===== src/inc/lowv_pkg.sv =====
// Constants and types for the low-voltage detect and reset block
package lowv_pkg;

	// ********************************
	// Register map
	// ********************************
	localparam int ADDR_W = 8;
	// Register indices; byte address is four times the index
	localparam logic [ADDR_W-1:0] IDX_CFG = 8'h00;
	localparam logic [ADDR_W-1:0] IDX_IST = 8'h01;
	localparam logic [ADDR_W-1:0] IDX_IMSK = 8'h02;
	localparam logic [ADDR_W-1:0] IDX_CTRL = 8'h06;
	localparam logic [ADDR_W-1:0] ADDR_CFG = IDX_CFG << 2;
	localparam logic [ADDR_W-1:0] ADDR_IST = IDX_IST << 2;
	localparam logic [ADDR_W-1:0] ADDR_IMSK = IDX_IMSK << 2;
	localparam logic [ADDR_W-1:0] ADDR_CTRL = IDX_CTRL << 2;

	// ********************************
	// Control register fields
	// ********************************
	localparam int B_LVL_LO = 0;
	localparam int B_LVL_HI = 1;
	localparam int B_DET_EN = 2;
	localparam int B_WAKE_EN = 3;
	localparam int B_IRQ_EN = 4;
	localparam int B_STATE_N = 5;
	localparam int B_FLAG = 6;
	localparam logic [1:0] LVL_RST = 2'h0;

	// ********************************
	// Reset-level config and interrupt status
	// ********************************
	localparam logic [1:0] RLVL_POR_ONLY = 2'h3;
	localparam int IRQ_W = 3;
	localparam int IS_DET = 0;
	localparam int IS_HALT = 1;
	localparam int IS_RST = 2;
	localparam logic [IRQ_W-1:0] IRQ_RST = 3'h0;

	// ********************************
	// Bus answers and timing
	// ********************************
	localparam logic [1:0] RESP_OKAY = 2'h0;
	localparam logic [1:0] RESP_SLVERR = 2'h2;
	localparam int CLK_NS = 8;
	localparam int BO_TIME_US = 80;
	localparam int BO_CYC = (BO_TIME_US * 1000) / CLK_NS;

	typedef enum logic [2:0] {
		BO_IDLE = 3'b001,
		BO_HALT = 3'b010,
		BO_RESET = 3'b100
	} bo_state_t;

endpackage


===== src/low_voltage_detect_reset.sv =====
// Low-voltage detector control, brown-out halt/reset and register slave
`timescale 1ns/1ns

module low_voltage_detect_reset #(
	parameter int BO_CYCLES = lowv_pkg::BO_CYC
) (
	input wire logic aclk,
	input wire logic aresetn,
	input wire logic ce,
	input wire logic [lowv_pkg::ADDR_W-1:0] awaddr,
	input wire logic awvalid,
	output logic awready,
	input wire logic [31:0] wdata,
	input wire logic [3:0] wstrb,
	input wire logic wvalid,
	output logic wready,
	output logic [1:0] bresp,
	output logic bvalid,
	input wire logic bready,
	input wire logic [lowv_pkg::ADDR_W-1:0] araddr,
	input wire logic arvalid,
	output logic arready,
	output logic [31:0] rdata,
	output logic [1:0] rresp,
	output logic rvalid,
	input wire logic rready,
	input wire logic lowv_cmp_n,
	input wire logic brownout_cmp,
	input wire logic sleep_instr,
	input wire logic global_irq_on_instr,
	input wire logic global_irq_off_instr,
	output logic lowv_level_sel_hi,
	output logic lowv_level_sel_lo,
	output logic lowv_detect_en,
	output logic reset_level_sel_hi,
	output logic reset_level_sel_lo,
	output logic brownout_mon_en,
	output logic core_wake,
	output logic core_halt,
	output logic sys_reset_req,
	output logic irq_vector_req,
	output logic irq
);

	// ********************************
	// Declarations
	// ********************************
	localparam int CNT_W = $clog2(BO_CYCLES + 1);
	localparam logic [CNT_W-1:0] CNT_LAST = CNT_W'(BO_CYCLES - 1);
	localparam logic [CNT_W-1:0] CNT_ONE = CNT_W'(1);

	logic [1:0] cmp_meta_r, cmp_sync_r, cmp_async, level_sel_r, reset_sel_r;
	logic det_en_r, wake_en_r, irq_en_r, flag_r, det_low_d_r, global_en_r, sleep_r;
	logic [lowv_pkg::IRQ_W-1:0] ist_r, imsk_r, ev;
	lowv_pkg::bo_state_t bo_r, bo_nxt;
	logic [CNT_W-1:0] bo_cnt_r;
	logic bvalid_r, rvalid_r, rd_hit, wr_go, rd_go, wr_lane0;
	logic [1:0] bresp_r, rresp_r;
	logic [31:0] rdata_r, rd_val;
	logic det_low, det_event, bo_active, bo_enter_rst, bo_enter_halt, state_n;
	logic [7:0] ctrl_val;

	// ********************************
	// Comparator synchronisers
	// ********************************
	// Bit 0 detector comparator, bit 1 brown-out comparator
	assign cmp_async = {brownout_cmp, lowv_cmp_n};

	genvar gi;
	generate
		for (gi = 0; gi < 2; gi++) begin : g_sync
			// Two-stage crossing of an asynchronous comparator
			always_ff @(posedge aclk) begin
				if (!aresetn) begin
					cmp_meta_r[gi] <= (gi == 0);
					cmp_sync_r[gi] <= (gi == 0);
				end else if (ce) begin
					cmp_meta_r[gi] <= cmp_async[gi];
					cmp_sync_r[gi] <= cmp_meta_r[gi];
				end
			end
		end
	endgenerate

	// ********************************
	// Detector state and events
	// ********************************
	// Low voltage only counts while detection is on
	assign det_low = det_en_r & ~cmp_sync_r[0];
	assign state_n = ~det_low;
	assign det_event = det_low & ~det_low_d_r;
	assign bo_active = cmp_sync_r[1] &
		(reset_sel_r != lowv_pkg::RLVL_POR_ONLY);
	assign bo_enter_halt = (bo_r == lowv_pkg::BO_IDLE) & bo_active;
	assign bo_enter_rst = (bo_r == lowv_pkg::BO_HALT) & bo_active &
		(bo_cnt_r == CNT_LAST);

	// Previous detector level for edge finding
	always_ff @(posedge aclk) begin
		if (!aresetn) begin
			det_low_d_r <= 1'b0;
		end else if (ce) begin
			det_low_d_r <= det_low;
		end
	end

	// ********************************
	// Bus handshakes
	// ********************************
	// Write taken only with address and data both present
	assign awready = ce & awvalid & wvalid & ~bvalid_r;
	assign wready = awready;
	assign wr_go = awready;
	assign wr_lane0 = wr_go & wstrb[0];
	assign arready = ce & ~rvalid_r;
	assign rd_go = arready & arvalid;
	assign bvalid = bvalid_r;
	assign bresp = bresp_r;
	assign rvalid = rvalid_r;
	assign rresp = rresp_r;
	assign rdata = rdata_r;

	// Write response
	always_ff @(posedge aclk) begin
		if (!aresetn) begin
			bvalid_r <= 1'b0;
			bresp_r <= lowv_pkg::RESP_OKAY;
		end else if (ce) begin
			if (wr_go) begin
				bvalid_r <= 1'b1;
				if (awaddr == lowv_pkg::ADDR_CFG || awaddr == lowv_pkg::ADDR_IST ||
					awaddr == lowv_pkg::ADDR_IMSK || awaddr == lowv_pkg::ADDR_CTRL) begin
					bresp_r <= lowv_pkg::RESP_OKAY;
				end else begin
					bresp_r <= lowv_pkg::RESP_SLVERR;
				end
			end else if (bready) begin
				bvalid_r <= 1'b0;
			end
		end
	end

	// ********************************
	// Read mux
	// ********************************
	assign ctrl_val = {1'b0, flag_r, state_n, irq_en_r, wake_en_r,
		det_en_r, level_sel_r};

	// Address decode for reads
	always_comb begin
		rd_val = 32'h0;
		rd_hit = 1'b1;
		if (araddr == lowv_pkg::ADDR_CTRL) begin
			rd_val[7:0] = ctrl_val;
		end else if (araddr == lowv_pkg::ADDR_CFG) begin
			rd_val[1:0] = reset_sel_r;
		end else if (araddr == lowv_pkg::ADDR_IST) begin
			rd_val[lowv_pkg::IRQ_W-1:0] = ist_r;
		end else if (araddr == lowv_pkg::ADDR_IMSK) begin
			rd_val[lowv_pkg::IRQ_W-1:0] = imsk_r;
		end else begin
			rd_hit = 1'b0;
		end
	end

	// Read data and response
	always_ff @(posedge aclk) begin
		if (!aresetn) begin
			rvalid_r <= 1'b0;
			rresp_r <= lowv_pkg::RESP_OKAY;
			rdata_r <= 32'h0;
		end else if (ce) begin
			if (rd_go) begin
				rvalid_r <= 1'b1;
				rdata_r <= rd_val;
				rresp_r <= rd_hit ? lowv_pkg::RESP_OKAY : lowv_pkg::RESP_SLVERR;
			end else if (rready) begin
				rvalid_r <= 1'b0;
			end
		end
	end

	// ********************************
	// Control and config registers
	// ********************************
	// Level, enables; software order is level, wake, irq, then enable
	always_ff @(posedge aclk) begin
		if (!aresetn) begin
			level_sel_r <= lowv_pkg::LVL_RST;
			det_en_r <= 1'b0;
			wake_en_r <= 1'b0;
			irq_en_r <= 1'b0;
			reset_sel_r <= lowv_pkg::RLVL_POR_ONLY;
		end else if (ce) begin
			if (wr_lane0 && awaddr == lowv_pkg::ADDR_CTRL) begin
				level_sel_r <= wdata[lowv_pkg::B_LVL_HI:lowv_pkg::B_LVL_LO];
				det_en_r <= wdata[lowv_pkg::B_DET_EN];
				wake_en_r <= wdata[lowv_pkg::B_WAKE_EN];
				irq_en_r <= wdata[lowv_pkg::B_IRQ_EN];
			end else if (wr_lane0 && awaddr == lowv_pkg::ADDR_CFG) begin
				reset_sel_r <= wdata[1:0];
			end
		end
	end

	// Sticky flag: reset clears, detection sets, software writes zero
	always_ff @(posedge aclk) begin
		if (!aresetn) begin
			flag_r <= 1'b0;
		end else if (ce) begin
			if (bo_enter_rst) begin
				flag_r <= 1'b0;
			end else if (det_event) begin
				flag_r <= 1'b1;
			end else if (wr_lane0 && awaddr == lowv_pkg::ADDR_CTRL &&
				!wdata[lowv_pkg::B_FLAG]) begin
				flag_r <= 1'b0;
			end
		end
	end

	// ********************************
	// Global interrupt enable and sleep
	// ********************************
	// Off instruction wins if both arrive together
	always_ff @(posedge aclk) begin
		if (!aresetn) begin
			global_en_r <= 1'b0;
		end else if (ce) begin
			if (global_irq_off_instr) begin
				global_en_r <= 1'b0;
			end else if (global_irq_on_instr) begin
				global_en_r <= 1'b1;
			end
		end
	end

	// Sleep held until wake or brown-out reset
	always_ff @(posedge aclk) begin
		if (!aresetn) begin
			sleep_r <= 1'b0;
		end else if (ce) begin
			if (core_wake || bo_enter_rst) begin
				sleep_r <= 1'b0;
			end else if (sleep_instr) begin
				sleep_r <= 1'b1;
			end
		end
	end

	// Raw comparator wakes even with the core clock slowed
	assign core_wake = sleep_r & wake_en_r & det_en_r & ~lowv_cmp_n;

	// ********************************
	// Brown-out sequencer
	// ********************************
	// Next state of the brown-out watcher
	always_comb begin
		bo_nxt = bo_r;
		case (bo_r)
			lowv_pkg::BO_IDLE: begin
				if (bo_active) begin
					bo_nxt = lowv_pkg::BO_HALT;
				end
			end
			lowv_pkg::BO_HALT: begin
				if (!bo_active) begin
					bo_nxt = lowv_pkg::BO_IDLE;
				end else if (bo_cnt_r == CNT_LAST) begin
					bo_nxt = lowv_pkg::BO_RESET;
				end
			end
			lowv_pkg::BO_RESET: begin
				if (!bo_active) begin
					bo_nxt = lowv_pkg::BO_IDLE;
				end
			end
			default: begin
				bo_nxt = lowv_pkg::BO_IDLE;
			end
		endcase
	end

	// State register
	always_ff @(posedge aclk) begin
		if (!aresetn) begin
			bo_r <= lowv_pkg::BO_IDLE;
		end else if (ce) begin
			bo_r <= bo_nxt;
		end
	end

	// Time spent below the reset threshold
	always_ff @(posedge aclk) begin
		if (!aresetn) begin
			bo_cnt_r <= '0;
		end else if (ce) begin
			if (bo_r == lowv_pkg::BO_HALT && bo_active) begin
				bo_cnt_r <= bo_cnt_r + CNT_ONE;
			end else begin
				bo_cnt_r <= '0;
			end
		end
	end

	// Halt keeps registers; reset request lasts until supply returns
	assign core_halt = (bo_r != lowv_pkg::BO_IDLE);
	assign sys_reset_req = (bo_r == lowv_pkg::BO_RESET);

	// ********************************
	// Interrupt status and mask
	// ********************************
	assign ev[lowv_pkg::IS_DET] = det_event;
	assign ev[lowv_pkg::IS_HALT] = bo_enter_halt;
	assign ev[lowv_pkg::IS_RST] = bo_enter_rst;

	// Sticky status, write one to clear, new event wins
	always_ff @(posedge aclk) begin
		if (!aresetn) begin
			ist_r <= lowv_pkg::IRQ_RST;
			imsk_r <= lowv_pkg::IRQ_RST;
		end else if (ce) begin
			if (wr_lane0 && awaddr == lowv_pkg::ADDR_IST) begin
				ist_r <= (ist_r & ~wdata[lowv_pkg::IRQ_W-1:0]) | ev;
			end else begin
				ist_r <= ist_r | ev;
			end
			if (wr_lane0 && awaddr == lowv_pkg::ADDR_IMSK) begin
				imsk_r <= wdata[lowv_pkg::IRQ_W-1:0];
			end
		end
	end

	assign irq = |(ist_r & imsk_r);

	// ********************************
	// Core-facing outputs
	// ********************************
	// Vector request for the core's interrupt logic
	assign irq_vector_req = flag_r & irq_en_r & global_en_r;
	assign lowv_level_sel_hi = level_sel_r[1];
	assign lowv_level_sel_lo = level_sel_r[0];
	assign lowv_detect_en = det_en_r;
	assign reset_level_sel_hi = reset_sel_r[1];
	assign reset_level_sel_lo = reset_sel_r[0];
	assign brownout_mon_en = (reset_sel_r != lowv_pkg::RLVL_POR_ONLY);

endmodule


===== config.mk =====
export PLATFORM = sky130hd
export DESIGN_NAME = low_voltage_detect_reset
export DESIGN_NICKNAME = d
export VERILOG_FILES = /design/src/inc/lowv_pkg.sv /design/src/low_voltage_detect_reset.sv
export SDC_FILE = /design/constraint.sdc
export NUM_CORES = 1
export LEC_CHECK = 0
export BUFFER_PORTS_ARGS = -buffer_cell sky130_fd_sc_hd__buf_2
export CAP_MARGIN = 25
export CORE_ASPECT_RATIO = 0.75
export CORE_MARGIN = 2
export CORE_UTILIZATION = 45
export CTS_BUF_LIST = sky130_fd_sc_hd__clkbuf_4 sky130_fd_sc_hd__clkbuf_8
export CTS_CLUSTER_DIAMETER = 50
export DETAILED_ROUTE_END_ITERATION = 7
export GPL_TIMING_DRIVEN = 1
export HOLD_SLACK_MARGIN = 0.15
export PLACE_DENSITY = 0.78
export SLEW_MARGIN = 5
export SYNTH_ARGS = -nofsm -noshare
export SYNTH_HDL_FRONTEND = slang
export SYNTH_SLANG_ARGS = --single-unit

===== constraint.sdc =====
create_clock -name aclk -period 3.03 [get_ports aclk]
set_clock_uncertainty 0.05 [all_clocks]
set_input_delay 0.606 -clock aclk [delete_from_list [all_inputs] [get_ports aclk]]
set_output_delay 0.606 -clock aclk [all_outputs]
set_load 0.005 [all_outputs]

Word-level counts from Yosys, hierarchy flattened
Index checks and enable logic that the tools add are counted.

operators by class
  add/subtract/negate cells = 1
  equality and inequality tests = 15
  muxes and demuxes = 30
  bitwise gates (word level) = 29
  reductions and logical operators = 30

operators with widths
  cell                     count
  $mux W3                  8
  $reduce_and A2 Y1        9
  $and A1 B1 Y1            17
  $eq A8 B3 Y1 const B     2
  $eq A8 B4 Y1 const B     2
  $eq A8 B5 Y1 const B     2
  $logic_not A8 Y1         2
  $mux W1                  16
  $add A14 B1 Y14 const B  1
  $eq A14 B14 Y1 const B   1
  $mux W14                 1
  $pmux W3 S3              1
  $reduce_bool A2 Y1       4
  $not A1 Y1               7
  $and A3 B3 Y3            2
  $logic_and A1 B1 Y1      6
  $mux W2                  3
  $ne A2 B2 Y1 const B     3
  $or A3 B3 Y3             2
  $logic_or A1 B1 Y1       4
  $mux W4                  1
  $reduce_and A4 Y1        1
  $eq A3 B1 Y1 const B     1
  $eq A3 B2 Y1 const B     1
  other kinds (8)          8

storage, ports and cells
  register bits = 52
  output and inout bits = 52
  word-level logic and storage cells = 127

Longest topological paths before layout
Gate-level depths: netlist (run 1).

  depth in word-level cells = 9
  mapped depth = 6
  gate-level depth less buffers = 5

Least setup slack after synthesis (run 1)
OpenSTA, ideal clock, no wires.

  path kind = in2reg
  start point = input port awaddr[5] (netlist name)
  end point = register flag_r
  library setup time = 0.116 ns
  arrival = 2.184 ns
  data required time = 2.864 ns
  path slack = 0.679 ns
  cell stages on the path = 5
  buffers on the path = 1
  path through = or4b_4 -> or4_4 -> buf_6 -> o31a_1 -> o211a_1

between the ends
  longest elaborated chain between the ends = 5

ends and longest elaborated chain
  what                                 RTL line                         source
  start, declared                      low_voltage_detect_reset.sv:10   input wire logic [lowv_pkg::ADDR_W-1:0] awaddr,
  $eq A8 B5 Y1                         low_voltage_detect_reset.sv:215  end else if (wr_lane0 && awaddr == lowv_pkg::ADDR_CTRL &&
  $logic_and A1 B1 Y1 (2 in a row)     low_voltage_detect_reset.sv:215
  $reduce_bool A3 Y1 (no source line)  -
  $reduce_and A2 Y1 (no source line)   -
  end signal, assigned                 low_voltage_detect_reset.sv:212  flag_r <= 1'b0;
  end signal, assigned                 low_voltage_detect_reset.sv:214  flag_r <= 1'b1;
  end signal, assigned                 low_voltage_detect_reset.sv:217  flag_r <= 1'b0;
  end, declared                        low_voltage_detect_reset.sv:53   logic det_en_r, wake_en_r, irq_en_r, flag_r, det_low_d_r, global_en_r, sleep_r;

Every way passes these cells.
A chain may end at the register's enable or synchronous reset.

Final worst setup path (run 1)
  start point = input port awaddr[5] (netlist name)
  end point = register ist_r[2] (netlist name)

between the ends
  longest elaborated chain between the ends = 3

ends and longest elaborated chain
  what                  RTL line                         source
  $eq A8 B3 Y1          low_voltage_detect_reset.sv:323  if (wr_lane0 && awaddr == lowv_pkg::ADDR_IST) begin
  $logic_and A1 B1 Y1   low_voltage_detect_reset.sv:323
  $mux W3               low_voltage_detect_reset.sv:323
  end signal, assigned  low_voltage_detect_reset.sv:320  ist_r <= lowv_pkg::IRQ_RST;
  end signal, assigned  low_voltage_detect_reset.sv:324  ist_r <= (ist_r & ~wdata[lowv_pkg::IRQ_W-1:0]) | ev;
  end signal, assigned  low_voltage_detect_reset.sv:326  ist_r <= ist_r | ev;
  end, declared         low_voltage_detect_reset.sv:54   logic [lowv_pkg::IRQ_W-1:0] ist_r, imsk_r, ev;

Every way passes these cells.

==> flow_metrics.env, run 1 <==
export IMPL_outcome="completed"
export IMPL_max_cap_check_violation_count=0
export IMPL_setup_total_negative_slack_ns=0
export IMPL_yosys_cell_count_top_type="sky130_fd_sc_hd__dfxtp_1"
export IMPL_synth_avg_cell_area_um2=8.69
export IMPL_crit_required_ns=3.19
export IMPL_asyncSetResetFlopFracSynth_pct=0
export IMPL_synthesis_stage_register_bit_count=49
export IMPL_clock_tree_root_cell="sky130_fd_sc_hd__clkbuf_8"
export IMPL_groute_usage_overall_pct=18.6
export IMPL_powerDensity_nw_per_um2=412
export IMPL_slew_violations=0
export IMPL_floorplan_rows=23
export IMPL_ys_warnings_count=0
export IMPL_h_tree_depth=2
export IMPL_critical_path_peak_fanout=4
export IMPL_cts_max_path_buffers=2
export IMPL_finalHoldViolCount=0
export IMPL_p_int_mw=0.877
export IMPL_prevailing_post_synth_register_cell="sky130_fd_sc_hd__dfxtp_1"
export IMPL_fillCellCount=513
export IMPL_crit_path_start_kind="input pin"
export IMPL_dieWidth_um=89.1
export IMPL_static_leakage_power_nw=1.27
export IMPL_drt_antenna_violating_nets=0
export IMPL_yosys_mux_area_fraction_pct=6.56
export IMPL_clk_pin_slew_worst_paths_ns=0.09
export IMPL_largest_family_of_logic_cells_by_synthesized_area="simple AND/OR/NAND/NOR gates"
export IMPL_cp_end_kind="flip-flop"
export IMPL_grt_start_max_net_pins=28
export IMPL_vias_in_the_first_global_route=1829
export IMPL_dpl_cell_count=410
export IMPL_yosys_area_share_adder_pct=0.512
export IMPL_timing_final_crit_period_ns=2.17
export IMPL_cts_made_buffers=5
export IMPL_max_freq_mhz=461
export IMPL_place_hpwl_um=4140
export IMPL_hp_class="reg2reg"
export IMPL_first_iter_violations=96
export IMPL_via_count=2087
export IMPL_worst_setup_path_type="in2reg"
export IMPL_port_buffer_count=60
export IMPL_power_ir_vdd_worst_mv=0.182
export IMPL_relSlewSlack_pct=53.3
export IMPL_detailedRoute_firstPassIterationCount=4
export IMPL_insertion_delay_ns=0.31
export IMPL_synthSimpleGateAreaFrac_pct=26.2
export IMPL_worst_pin_slew_ns=0.695
export IMPL_cts_hold_repair_buffers=0
export IMPL_drc=0
export IMPL_post_synth_top_area_fraction_pct=40.2
export IMPL_post_synth_xor_area_fraction_pct=4.66
export IMPL_power_switching_mw=0.283
export IMPL_grt_overflow_total=0
export IMPL_floorplan_io_pins=117
export IMPL_period_share_pct=71.6
export IMPL_synthDominantAreaCellType="sky130_fd_sc_hd__dfxtp_1"
export IMPL_power_frac_clock_pct=34.8
export IMPL_grt_pass1_wl_um=8520
export IMPL_netlist_cell_type_count=51
export IMPL_power_sequential_fraction_pct=56.7
export IMPL_synth_yosys_seq_area_share_pct=40.2
export IMPL_final_core_utilization_pct=53.2
export IMPL_net_switching_share_of_the_total_power_pct=24.4
export IMPL_diodes=0
export IMPL_route_final_wire_length_um=5450
export IMPL_worst_endpoint_arrival_ns=2.33
export IMPL_design_die_area_um2=6040
export IMPL_synth_area_um2=2440
export IMPL_clock_sink_count=49
export IMPL_ys_top_cells_by_count="sky130_fd_sc_hd__dfxtp_1 (49), sky130_fd_sc_hd__buf_4 (28), sky130_fd_sc_hd__nor2_1 (27)"
export IMPL_setup_viol_count_final=0
export IMPL_num_nets_final=408
export IMPL_postSynthCellCount=281
export IMPL_grt_setup_unrepaired="no"
export IMPL_synth_edff_count=0
export IMPL_initial_utilization_pct=46.1
export IMPL_vias_per_cell=4.99
export IMPL_cts_repair_resized=0
export IMPL_antenna_found_initial=0
export IMPL_placeableCoreArea_um2=5300
export IMPL_area_growth_synth_to_final_pct=15.3
export IMPL_routed_wire_length_per_instance_um=13.0
export IMPL_share_of_the_synthesized_area_in_compound_gates_ao_oa_aoi_oai_pct=10.2
export IMPL_cts_setup_buffers=0
export IMPL_finalWeightedCongestion=0.806
export IMPL_netlist_top_cells_area="sky130_fd_sc_hd__dfxtp_1 (40%), sky130_fd_sc_hd__buf_4 (8.6%), sky130_fd_sc_hd__mux2i_1 (6.6%)"
export IMPL_share_of_final_layout_standard_cells_stronger_than_drive_strength_1_pct=21.9
export IMPL_stdcell_count=418
export IMPL_cts_tree="built"
export IMPL_rrSetupSlack_ns=1.05
export IMPL_power_share_combinational_pct=8.5
export IMPL_chipHeight_um=67.8
-- power groups by stage --
stage               sequential [mW]  combinational, mW  clock, mW
global route                  0.660              0.112      0.448
finish                        0.658             0.0980      0.404
floorplan                     0.673             0.0772          0
CTS                           0.658             0.0974      0.419
detailed placement            0.673             0.0969          0
global placement              0.673             0.0944          0
-- area by class of cell --
| type | instances | area (um^2) | area share [%] |
|---|---|---|---|
| clock buffer | 6 | 82.6 | 2.93 |
| timing repair buffer | 65 | 338 | 12.0 |
| multi-input combinational | 213 | 1280 | 45.3 |
| clock inverter | 2 | 13.8 | 0.489 |
| inverter | 8 | 30.0 | 1.07 |
| sequential | 49 | 981 | 34.8 |
| tap | 75 | 93.8 | 3.33 |
-- placed cells by master, fill, tap and decap left out, types with 6 or more instances in the layout --
| cell type | n |
|---|---|
| sky130_fd_sc_hd__nor3_1 | 6 |
| sky130_fd_sc_hd__o21ai_0 | 7 |
| sky130_fd_sc_hd__nor2b_1 | 6 |
| sky130_fd_sc_hd__a21oi_1 | 11 |
| sky130_fd_sc_hd__nand2_1 | 25 |
| sky130_fd_sc_hd__nor2_1 | 27 |
| sky130_fd_sc_hd__nand3_1 | 9 |
| sky130_fd_sc_hd__dfxtp_1 | 49 |
| sky130_fd_sc_hd__xor2_1 | 8 |
| sky130_fd_sc_hd__nor4_1 | 8 |
| sky130_fd_sc_hd__inv_1 | 7 |
| sky130_fd_sc_hd__clkbuf_8 | 6 |
| sky130_fd_sc_hd__nand4_1 | 9 |
| sky130_fd_sc_hd__buf_2 | 60 |
| sky130_fd_sc_hd__mux2i_1 | 16 |
| sky130_fd_sc_hd__conb_1 | 27 |
-- stage by stage --
step | setup WS, ns | area, um^2 | total power [mW] | hold slack [ns]
after detailed placement | 0.564 | 2720 | 0.770 | 0.395
after CTS | 0.902 | 2820 | 1.17 | 0.407
final | 0.861 | 2820 | 1.16 | 0.405
after floorplan | 0.679 | 2540 | 0.750 | 0.390
after global placement | 0.582 | 2720 | 0.767 | 0.394
after global routing | 0.828 | 2820 | 1.22 | 0.434
-- sequential cells by signal (all words and copies together) (netlist names), 2 cells and up --
register / count
bo_cnt_r: 14
rdata: 7
bo_r: 3
imsk_r: 3
ist_r: 3
cmp_meta_r: 2
cmp_sync_r: 2
level_sel_r: 2
reset_sel_r: 2
-- kinds of logic (layout without fill, tap and decap cells) --
| kind of cell | count (synthesis) | count (layout) |
|---|---|---|
| adders and majority gates | 1 | 1 |
| muxes | 16 | 16 |
| and+or+nand+nor | 118 | 118 |
| other | 1 | 27 |
| DFF | 49 | 49 |
| AOI/OAI and AO/OA | 38 | 38 |
| xor gates and xnor gates | 13 | 13 |
| buffers and inverters | 45 | 81 |
-- worst max-delay path, stage by stage --
cell	delay, ns
sky130_fd_sc_hd__buf_2	0.10
sky130_fd_sc_hd__or4b_4	0.55
sky130_fd_sc_hd__nor4_1	0.64
sky130_fd_sc_hd__a21boi_0	0.21
sky130_fd_sc_hd__o21a_1	0.22
-- worst paths after layout --
path / startpoint / to / cells after the start
worst min-delay path: rdata[2] / rdata[2] / 2
worst max register to register: bvalid / ist_r[2] / 4
worst max-delay path: awaddr[5] / ist_r[2] / 5
worst min register to register: rdata[2] / rdata[2] / 2
-- routing by layer --
layer	vias to the layer above	routed length (um)	part of all wire [%]	track usage, %
li1	1057	-	-	-
met1	948	2820	52	26.8
met2	73	2230	41	26.7
met3	9	295	5.4	3.55
met4	0	106	1.9	8.21
met5	-	0	0	0
Power figures use the tool's default switching activity.
==> inputs of run 2 (changes only) <==
--- a/config.mk
+++ b/config.mk
@@ -5,6 +5,7 @@
 export SDC_FILE = /design/constraint.sdc
 export NUM_CORES = 1
 export LEC_CHECK = 0
+export ABC_AREA = 1
 export BUFFER_PORTS_ARGS = -buffer_cell sky130_fd_sc_hd__buf_2
 export CAP_MARGIN = 25
 export CORE_ASPECT_RATIO = 0.75
@@ -15,7 +16,7 @@
 export DETAILED_ROUTE_END_ITERATION = 7
 export GPL_TIMING_DRIVEN = 1
 export HOLD_SLACK_MARGIN = 0.15
-export PLACE_DENSITY = 0.78
+export PLACE_DENSITY = 0.77
 export SLEW_MARGIN = 5
 export SYNTH_ARGS = -nofsm -noshare
 export SYNTH_HDL_FRONTEND = slang
==> constraint.sdc (replaced) <==
create_clock -name aclk -period 2.1 [get_ports aclk]
set_clock_uncertainty 0.05 [all_clocks]
set_input_delay 0.42 -clock aclk [delete_from_list [all_inputs] [get_ports aclk]]
set_output_delay 0.42 -clock aclk [all_outputs]
set_load 0.005 [all_outputs]
==> run 2 against run 1 <==
Core utilization barely moved. Sequential power rose by 46%. Critical endpoint is now core_wake. Sequential share of layout area shrank 2.9 points. Clock-buffer cell count shrank 1. Wire length up 13%. First-iteration DRC count increased by 31%. Cell count grew 29%. Combinational power is 74% higher. Clock power up 99%.
==> flow_metrics.env, run 2 <==
export IMPL_synth_area_um2=2670
export IMPL_via_count=2586
export IMPL_placed_cell_area_um2=2930
export IMPL_largest_register_ffs=14
export IMPL_placeableCoreArea_um2=5770
export IMPL_final_area_um2=3070
export IMPL_synth_avg_cell_area_um2=6.66
export IMPL_vias_in_the_first_global_route=2347
export IMPL_grt_setup_unrepaired="no"
export IMPL_dieWidth_um=92.9
export IMPL_clock_sink_count=49
export IMPL_r2r_start="bo_cnt_r[0]"
export IMPL_finalHoldViolCount=0
export IMPL_route_final_wire_length_um=6160
export IMPL_layout_cells_most_common_list="sky130_fd_sc_hd__nand2_1 (79), sky130_fd_sc_hd__nor2_1 (61), sky130_fd_sc_hd__buf_2 (60), sky130_fd_sc_hd__dfxtp_1 (49), sky130_fd_sc_hd__inv_1 (42)"
export IMPL_stdcell_count=539
export IMPL_clk_pin_slew_worst_paths_ns=0.09
export IMPL_routed_wire_length_per_instance_um=11.4
export IMPL_final_common_cell="sky130_fd_sc_hd__nand2_1"
export IMPL_num_nets_final=526
export IMPL_static_leakage_power_nw=1.43
export IMPL_min_delay_worst_endpoint="global_en_r"
export IMPL_worst_endpoint_arrival_ns=1.23
export IMPL_netlist_top_cells_area="sky130_fd_sc_hd__dfxtp_1 (37%), sky130_fd_sc_hd__nand2_1 (11%), sky130_fd_sc_hd__nor2_1 (8.6%)"
export IMPL_first_iter_violations=126
export IMPL_power_ir_vdd_worst_mv=0.352
export IMPL_timing_final_crit_period_ns=1.70
export IMPL_crit_path_start_kind="flip-flop"
export IMPL_report_power_total_mw=1.93
export IMPL_detailedRoute_firstPassIterationCount=4
export IMPL_cts_max_path_buffers=2
export IMPL_floorplan_io_pins=117
export IMPL_final_hold_worst_slack_ns=0.248
export IMPL_grt_start_max_net_pins=23
export IMPL_place_hpwl_um=4750
export IMPL_cts_made_buffers=5
export IMPL_hp_class="in2reg"
export IMPL_vias_per_cell=4.80
export IMPL_h_tree_depth=2
export IMPL_cts_repair_resized=0
export IMPL_clock_tree_root_cell="sky130_fd_sc_hd__clkbuf_8"
export IMPL_ys_warnings_count=0
export IMPL_yosys_cell_count_top_type="sky130_fd_sc_hd__nand2_1"
export IMPL_synth_edff_count=0
export IMPL_initial_utilization_pct=46.2
export IMPL_port_buffer_count=60
export IMPL_worst_setup_path_type="reg2out"
export IMPL_period_share_pct=80.9
export IMPL_setup_viol_count_final=0
export IMPL_grt_pass1_wl_um=10500
export IMPL_drc=0
export IMPL_setup_total_negative_slack_ns=0
export IMPL_grt_overflow_total=0
export IMPL_antenna_found_initial=0
export IMPL_cp_end_kind="primary output"
export IMPL_floorplan_rows=24
export IMPL_diodes=0
export IMPL_post_synth_top_area_fraction_pct=36.8
export IMPL_reg_with_most_ffs="bo_cnt_r"
export IMPL_synth_yosys_seq_area_share_pct=36.8
export IMPL_prevailing_post_synth_register_cell="sky130_fd_sc_hd__dfxtp_1"
export IMPL_powerDensity_nw_per_um2=630
export IMPL_final_critical_path_setup_slack_ns=0.402
export IMPL_synthesis_stage_register_bit_count=49
export IMPL_outcome="completed"
export IMPL_postSynthCellCount=400
export IMPL_drt_antenna_violating_nets=0
export IMPL_critical_path_reg2reg_endpoint="bo_cnt_r[10]"
export IMPL_critical_path_peak_fanout=3
export IMPL_rr_worst_depth=8
export IMPL_insertion_delay_ns=0.30
export IMPL_cts_tree="built"
export IMPL_chipHeight_um=70.6
export IMPL_asyncSetResetFlopFracSynth_pct=0
export IMPL_cts_hold_repair_buffers=0
export IMPL_share_of_final_layout_standard_cells_stronger_than_drive_strength_1_pct=20.2
export IMPL_dpl_ws_ns=0.388
export IMPL_ys_top_cells_by_count="sky130_fd_sc_hd__nand2_1 (79), sky130_fd_sc_hd__nor2_1 (61), sky130_fd_sc_hd__dfxtp_1 (49)"
export IMPL_final_core_utilization_pct=53.2
export IMPL_crit_required_ns=1.63
export IMPL_dpl_cell_count=531
export IMPL_design_die_area_um2=6560
export IMPL_min_path_cells=2
export IMPL_groute_usage_overall_pct=19.7
export IMPL_synthDominantAreaCellType="sky130_fd_sc_hd__dfxtp_1"
export IMPL_netlist_cell_type_count=29
export IMPL_slew_violations=0
export IMPL_cts_setup_buffers=0
export IMPL_max_freq_mhz=589
export IMPL_max_cap_check_violation_count=0
export IMPL_worstHoldStart="global_irq_off_instr"
export IMPL_finalWeightedCongestion=0.828
export IMPL_rrSetupSlack_ns=0.53
export IMPL_area_growth_synth_to_final_pct=15.1
-- run 2: worst max-delay path by stage --
stage | start | end | slack (ns) | cells after the start
after detailed placement | ce | bo_cnt_r[13] | 0.39 | 10
after global routing | wake_en_r | core_wake | 0.29 | 3
after global placement | ce | bo_cnt_r[13] | 0.44 | 10
final | wake_en_r | core_wake | 0.40 | 3
after floorplan | awaddr[1] | irq_en_r | 0.75 | 6
after CTS | wake_en_r | core_wake | 0.37 | 3
-- run 2: report_power, final --
group | internal [mW] | switching [mW]
logic | 0.0641 | 0.107
clock network | 0.479 | 0.323
registers | 0.948 | 0.0115
total | 1.49 | 0.441
-- run 2: logic make-up after synthesis --
kind of cell	share of synthesized area (%)
adders and majority gates	0.469
AOI/OAI and AO/OA	11.9
DFF	36.8
xor gates and xnor gates	0.657
buffers and inverters	16.0
other	0.141
and+or+nand+nor	34.1
-- run 2: metal layers --
metal / track usage (%) / wire length (um) / part of all wire [%]
met2: 31.2 / 2730 / 44
met4: 4.25 / 51 / 0.83
met5: 0 / 0 / 0
met1: 28.1 / 2990 / 48
met3: 3.94 / 393 / 6.4
-- run 2: final cells by class --
cell class	instances	area, um^2
clock buffers	5	68.8
clock inverters	3	68.8
fillers	583	2700
inverters	46	173
multi-input cells	295	1360
flip-flops and latches	49	981
well taps	78	97.6
repair buffers	63	323
-- run 2: critical path, stage by stage (launching register included) --
cell and delay (ns):
sky130_fd_sc_hd__dfxtp_1 0.32, sky130_fd_sc_hd__inv_1 0.07, sky130_fd_sc_hd__nor4_1 0.35, sky130_fd_sc_hd__buf_2 0.19
==> inputs of run 3 (changes only) <==
--- a/config.mk
+++ b/config.mk
@@ -5,18 +5,18 @@
 export SDC_FILE = /design/constraint.sdc
 export NUM_CORES = 1
 export LEC_CHECK = 0
-export ABC_AREA = 1
+export ABC_AREA = 0
 export BUFFER_PORTS_ARGS = -buffer_cell sky130_fd_sc_hd__buf_2
 export CAP_MARGIN = 25
 export CORE_ASPECT_RATIO = 0.75
 export CORE_MARGIN = 2
-export CORE_UTILIZATION = 45
+export CORE_UTILIZATION = 43
 export CTS_BUF_LIST = sky130_fd_sc_hd__clkbuf_4 sky130_fd_sc_hd__clkbuf_8
 export CTS_CLUSTER_DIAMETER = 50
 export DETAILED_ROUTE_END_ITERATION = 7
 export GPL_TIMING_DRIVEN = 1
 export HOLD_SLACK_MARGIN = 0.15
-export PLACE_DENSITY = 0.77
+export PLACE_DENSITY = 0.78
 export SLEW_MARGIN = 5
 export SYNTH_ARGS = -nofsm -noshare
 export SYNTH_HDL_FRONTEND = slang
==> constraint.sdc (replaced) <==
create_clock -name aclk -period 1.39 [get_ports aclk]
set_clock_uncertainty 0.05 [all_clocks]
set_input_delay 0.278 -clock aclk [delete_from_list [all_inputs] [get_ports aclk]]
set_output_delay 0.278 -clock aclk [all_outputs]
set_load 0.005 [all_outputs]
==> run 3 against run 2 <==
The run now ends with negative setup slack left. Cell area increased by 17%. Wire length increased by 20%. Die area shrank 3.9%. Sequential power increased by 49%. First-iteration DRC count increased by 76%. Register-to-register slack worse by 0.83 ns. Non-clock buffer count rose by 53. Core utilization increased by 13 points. Sequential cell count unchanged. Critical path type is now in2reg.
==> flow_metrics.env, run 3 (synthesis results as in run 1) <==
export IMPL_floorplan_rows=23
export IMPL_failed_checks="negative setup slack"
export IMPL_detailroute_wirelength_met3_um=604
export IMPL_route_final_wire_length_um=7370
export IMPL_final_common_cell="sky130_fd_sc_hd__buf_2"
export IMPL_critPathTopFamily="simple AND/OR/NAND/NOR gates"
export IMPL_cp_num_buf_inv=2
export IMPL_via_count=2513
export IMPL_power_share_combinational_pct=12.0
export IMPL_static_leakage_power_nw=1.63
export IMPL_final_critical_path_setup_slack_ns=-0.323
export IMPL_place_hpwl_um=4500
export IMPL_finalHoldViolCount=0
export IMPL_placed_cell_area_um2=3020
export IMPL_drt_antenna_violating_nets=0
export IMPL_crit_required_ns=1.57
export IMPL_clock_sink_count=49
export IMPL_max_cap_check_violation_count=0
export IMPL_chipHeight_um=69.3
export IMPL_routed_wire_length_per_instance_um=15.7
export IMPL_final_area_um2=3590
export IMPL_initial_utilization_pct=45.1
export IMPL_critical_path_peak_fanout=6
export IMPL_diodes=0
export IMPL_final_hold_worst_slack_ns=0.143
export IMPL_final_core_utilization_pct=66.4
export IMPL_vias_in_the_first_global_route=2230
export IMPL_hp_class="in2reg"
export IMPL_dieWidth_um=91.0
export IMPL_outcome="finished with violations"
export IMPL_highest_layer="met4"
export IMPL_drc=0
export IMPL_grt_pass1_wl_um=10900
export IMPL_power_frac_clock_pct=34.5
export IMPL_first_iter_violations=222
export IMPL_grt_setup_unrepaired="yes"
export IMPL_path_cells="buf_8, or4b_4, or4_4, buf_6, mux2i_1, nor2_1"
export IMPL_period_share_pct=123
export IMPL_cp_end_kind="flip-flop"
export IMPL_clock_tree_root_cell="sky130_fd_sc_hd__clkbuf_8"
export IMPL_reg_with_most_ffs="bo_cnt_r"
export IMPL_cpPeakStageDelay_ns=0.54
export IMPL_grt_overflow_total=0
export IMPL_cts_max_path_buffers=2
export IMPL_h_tree_depth=2
export IMPL_cts_tree="built"
export IMPL_worst_endpoint_arrival_ns=1.89
export IMPL_master_of_the_slowest_instance_on_the_critical_path="sky130_fd_sc_hd__or4b_4"
export IMPL_num_nets_final=459
export IMPL_area_growth_synth_to_final_pct=47.1
export IMPL_setup_viol_count_final=25
export IMPL_placeableCoreArea_um2=5410
export IMPL_power_ir_vdd_worst_mv=0.366
export IMPL_finalWeightedCongestion=0.831
export IMPL_power_switching_mw=0.742
export IMPL_design_die_area_um2=6300
export IMPL_clk_pin_slew_worst_paths_ns=0.11
export IMPL_layout_cells_most_common_list="sky130_fd_sc_hd__buf_2 (55), sky130_fd_sc_hd__buf_4 (42), sky130_fd_sc_hd__dfxtp_1 (30), sky130_fd_sc_hd__conb_1 (27), sky130_fd_sc_hd__nor2_1 (26)"
export IMPL_detailedRoute_firstPassIterationCount=5
export IMPL_insertion_delay_ns=0.33
export IMPL_timing_final_crit_period_ns=1.71
export IMPL_dr_wl_met2_um=3320
export IMPL_groute_usage_overall_pct=21.5
export IMPL_worst_setup_path_type="in2reg"
export IMPL_share_of_final_layout_standard_cells_stronger_than_drive_strength_1_pct=46.7
export IMPL_port_buffer_count=60
export IMPL_max_freq_mhz=584
export IMPL_grt_start_max_net_pins=22
export IMPL_slew_violations=0
export IMPL_powerDensity_nw_per_um2=744
export IMPL_met1Wirelength_um=3220
export IMPL_crit_path_start_kind="input pin"
export IMPL_floorplan_io_pins=117
export IMPL_power_sequential_fraction_pct=53.5
export IMPL_largest_register_ffs=14
export IMPL_antenna_found_initial=0
export IMPL_net_switching_share_of_the_total_power_pct=27.8
export IMPL_vias_per_cell=5.36
export IMPL_p_int_mw=1.93
export IMPL_cts_made_buffers=5
export IMPL_dpl_ws_ns=-0.652
[run 3: changes by cell type in the layout (fill, tap and decap cells not counted), moves of 19 or more]
cell	before	now
sky130_fd_sc_hd__nand3_1	32	7
sky130_fd_sc_hd__nand2_1	79	23
sky130_fd_sc_hd__dfxtp_1	49	30
sky130_fd_sc_hd__buf_4	3	42
sky130_fd_sc_hd__a21oi_1	27	7
sky130_fd_sc_hd__inv_1	42	5
sky130_fd_sc_hd__nor2_1	61	26
[run 3: metrics by stage]
step | TNS, ns | total power, mW | std cells
2_1_floorplan | -6.33 | 1.64 | 307
3_3_place_gp | -11.02 | 1.72 | 444
5_1_grt | -5.51 | 2.77 | 469
4_1_cts | -3.57 | 2.63 | 465
3_5_place_dp | -11.73 | 1.72 | 444
6_report | -4.18 | 2.67 | 469
[run 3: layout make-up]
cell class	instances	area, um^2
timing repair buffer	116	813
sequential	49	1020
tap	75	93.8
fill	385	1820
clock inverter	3	26.3
multi-input combinational	213	1540
clock buffer	5	68.8
inverter	8	30.0
[run 3: worst paths after layout]
check             depth (start not counted)  startpoint              to  slack [ns]
hold reg to reg                           2    rdata[3]        rdata[3]        0.41
setup / recovery                          6   awaddr[7]  level_sel_r[1]       -0.32
hold / removal                            3    wdata[3]       wake_en_r        0.14
setup reg to reg                          5      bvalid  level_sel_r[1]       -0.30
[run 3: tightest hold or removal path, delay by kind of cell]
family        cells  cell delay (ns)
mux               1             0.05
buf+inv           1             0.07
simple gates      1             0.09
[run 3: power by group through the flow]
stage | registers [mW] | clock network, mW | logic [mW]
final | 1.43 | 0.923 | 0.320
after global routing | 1.43 | 0.995 | 0.346
after CTS | 1.43 | 0.919 | 0.286
after detailed placement | 1.47 | 0 | 0.256
after global placement | 1.47 | 0 | 0.252
after floorplan | 1.47 | 0 | 0.174
[run 3: metal layers]
metal / global-route usage (%) / vias to the layer above
li1: - / 1161
met1: 28.9 / 1173
met2: 34.2 / 158
met3: 3.48 / 21
met4: 8.92 / 0
met5: 0 / -
[run 3: timing repair]
action	CTS	global route
pin swaps	19	15
endpoints found under the hold margin	3	0
gates cloned	0	1
hold buffers	3	0
buffers inserted	10	4
endpoints found under the setup margin	40	43
resized for setup	46	50
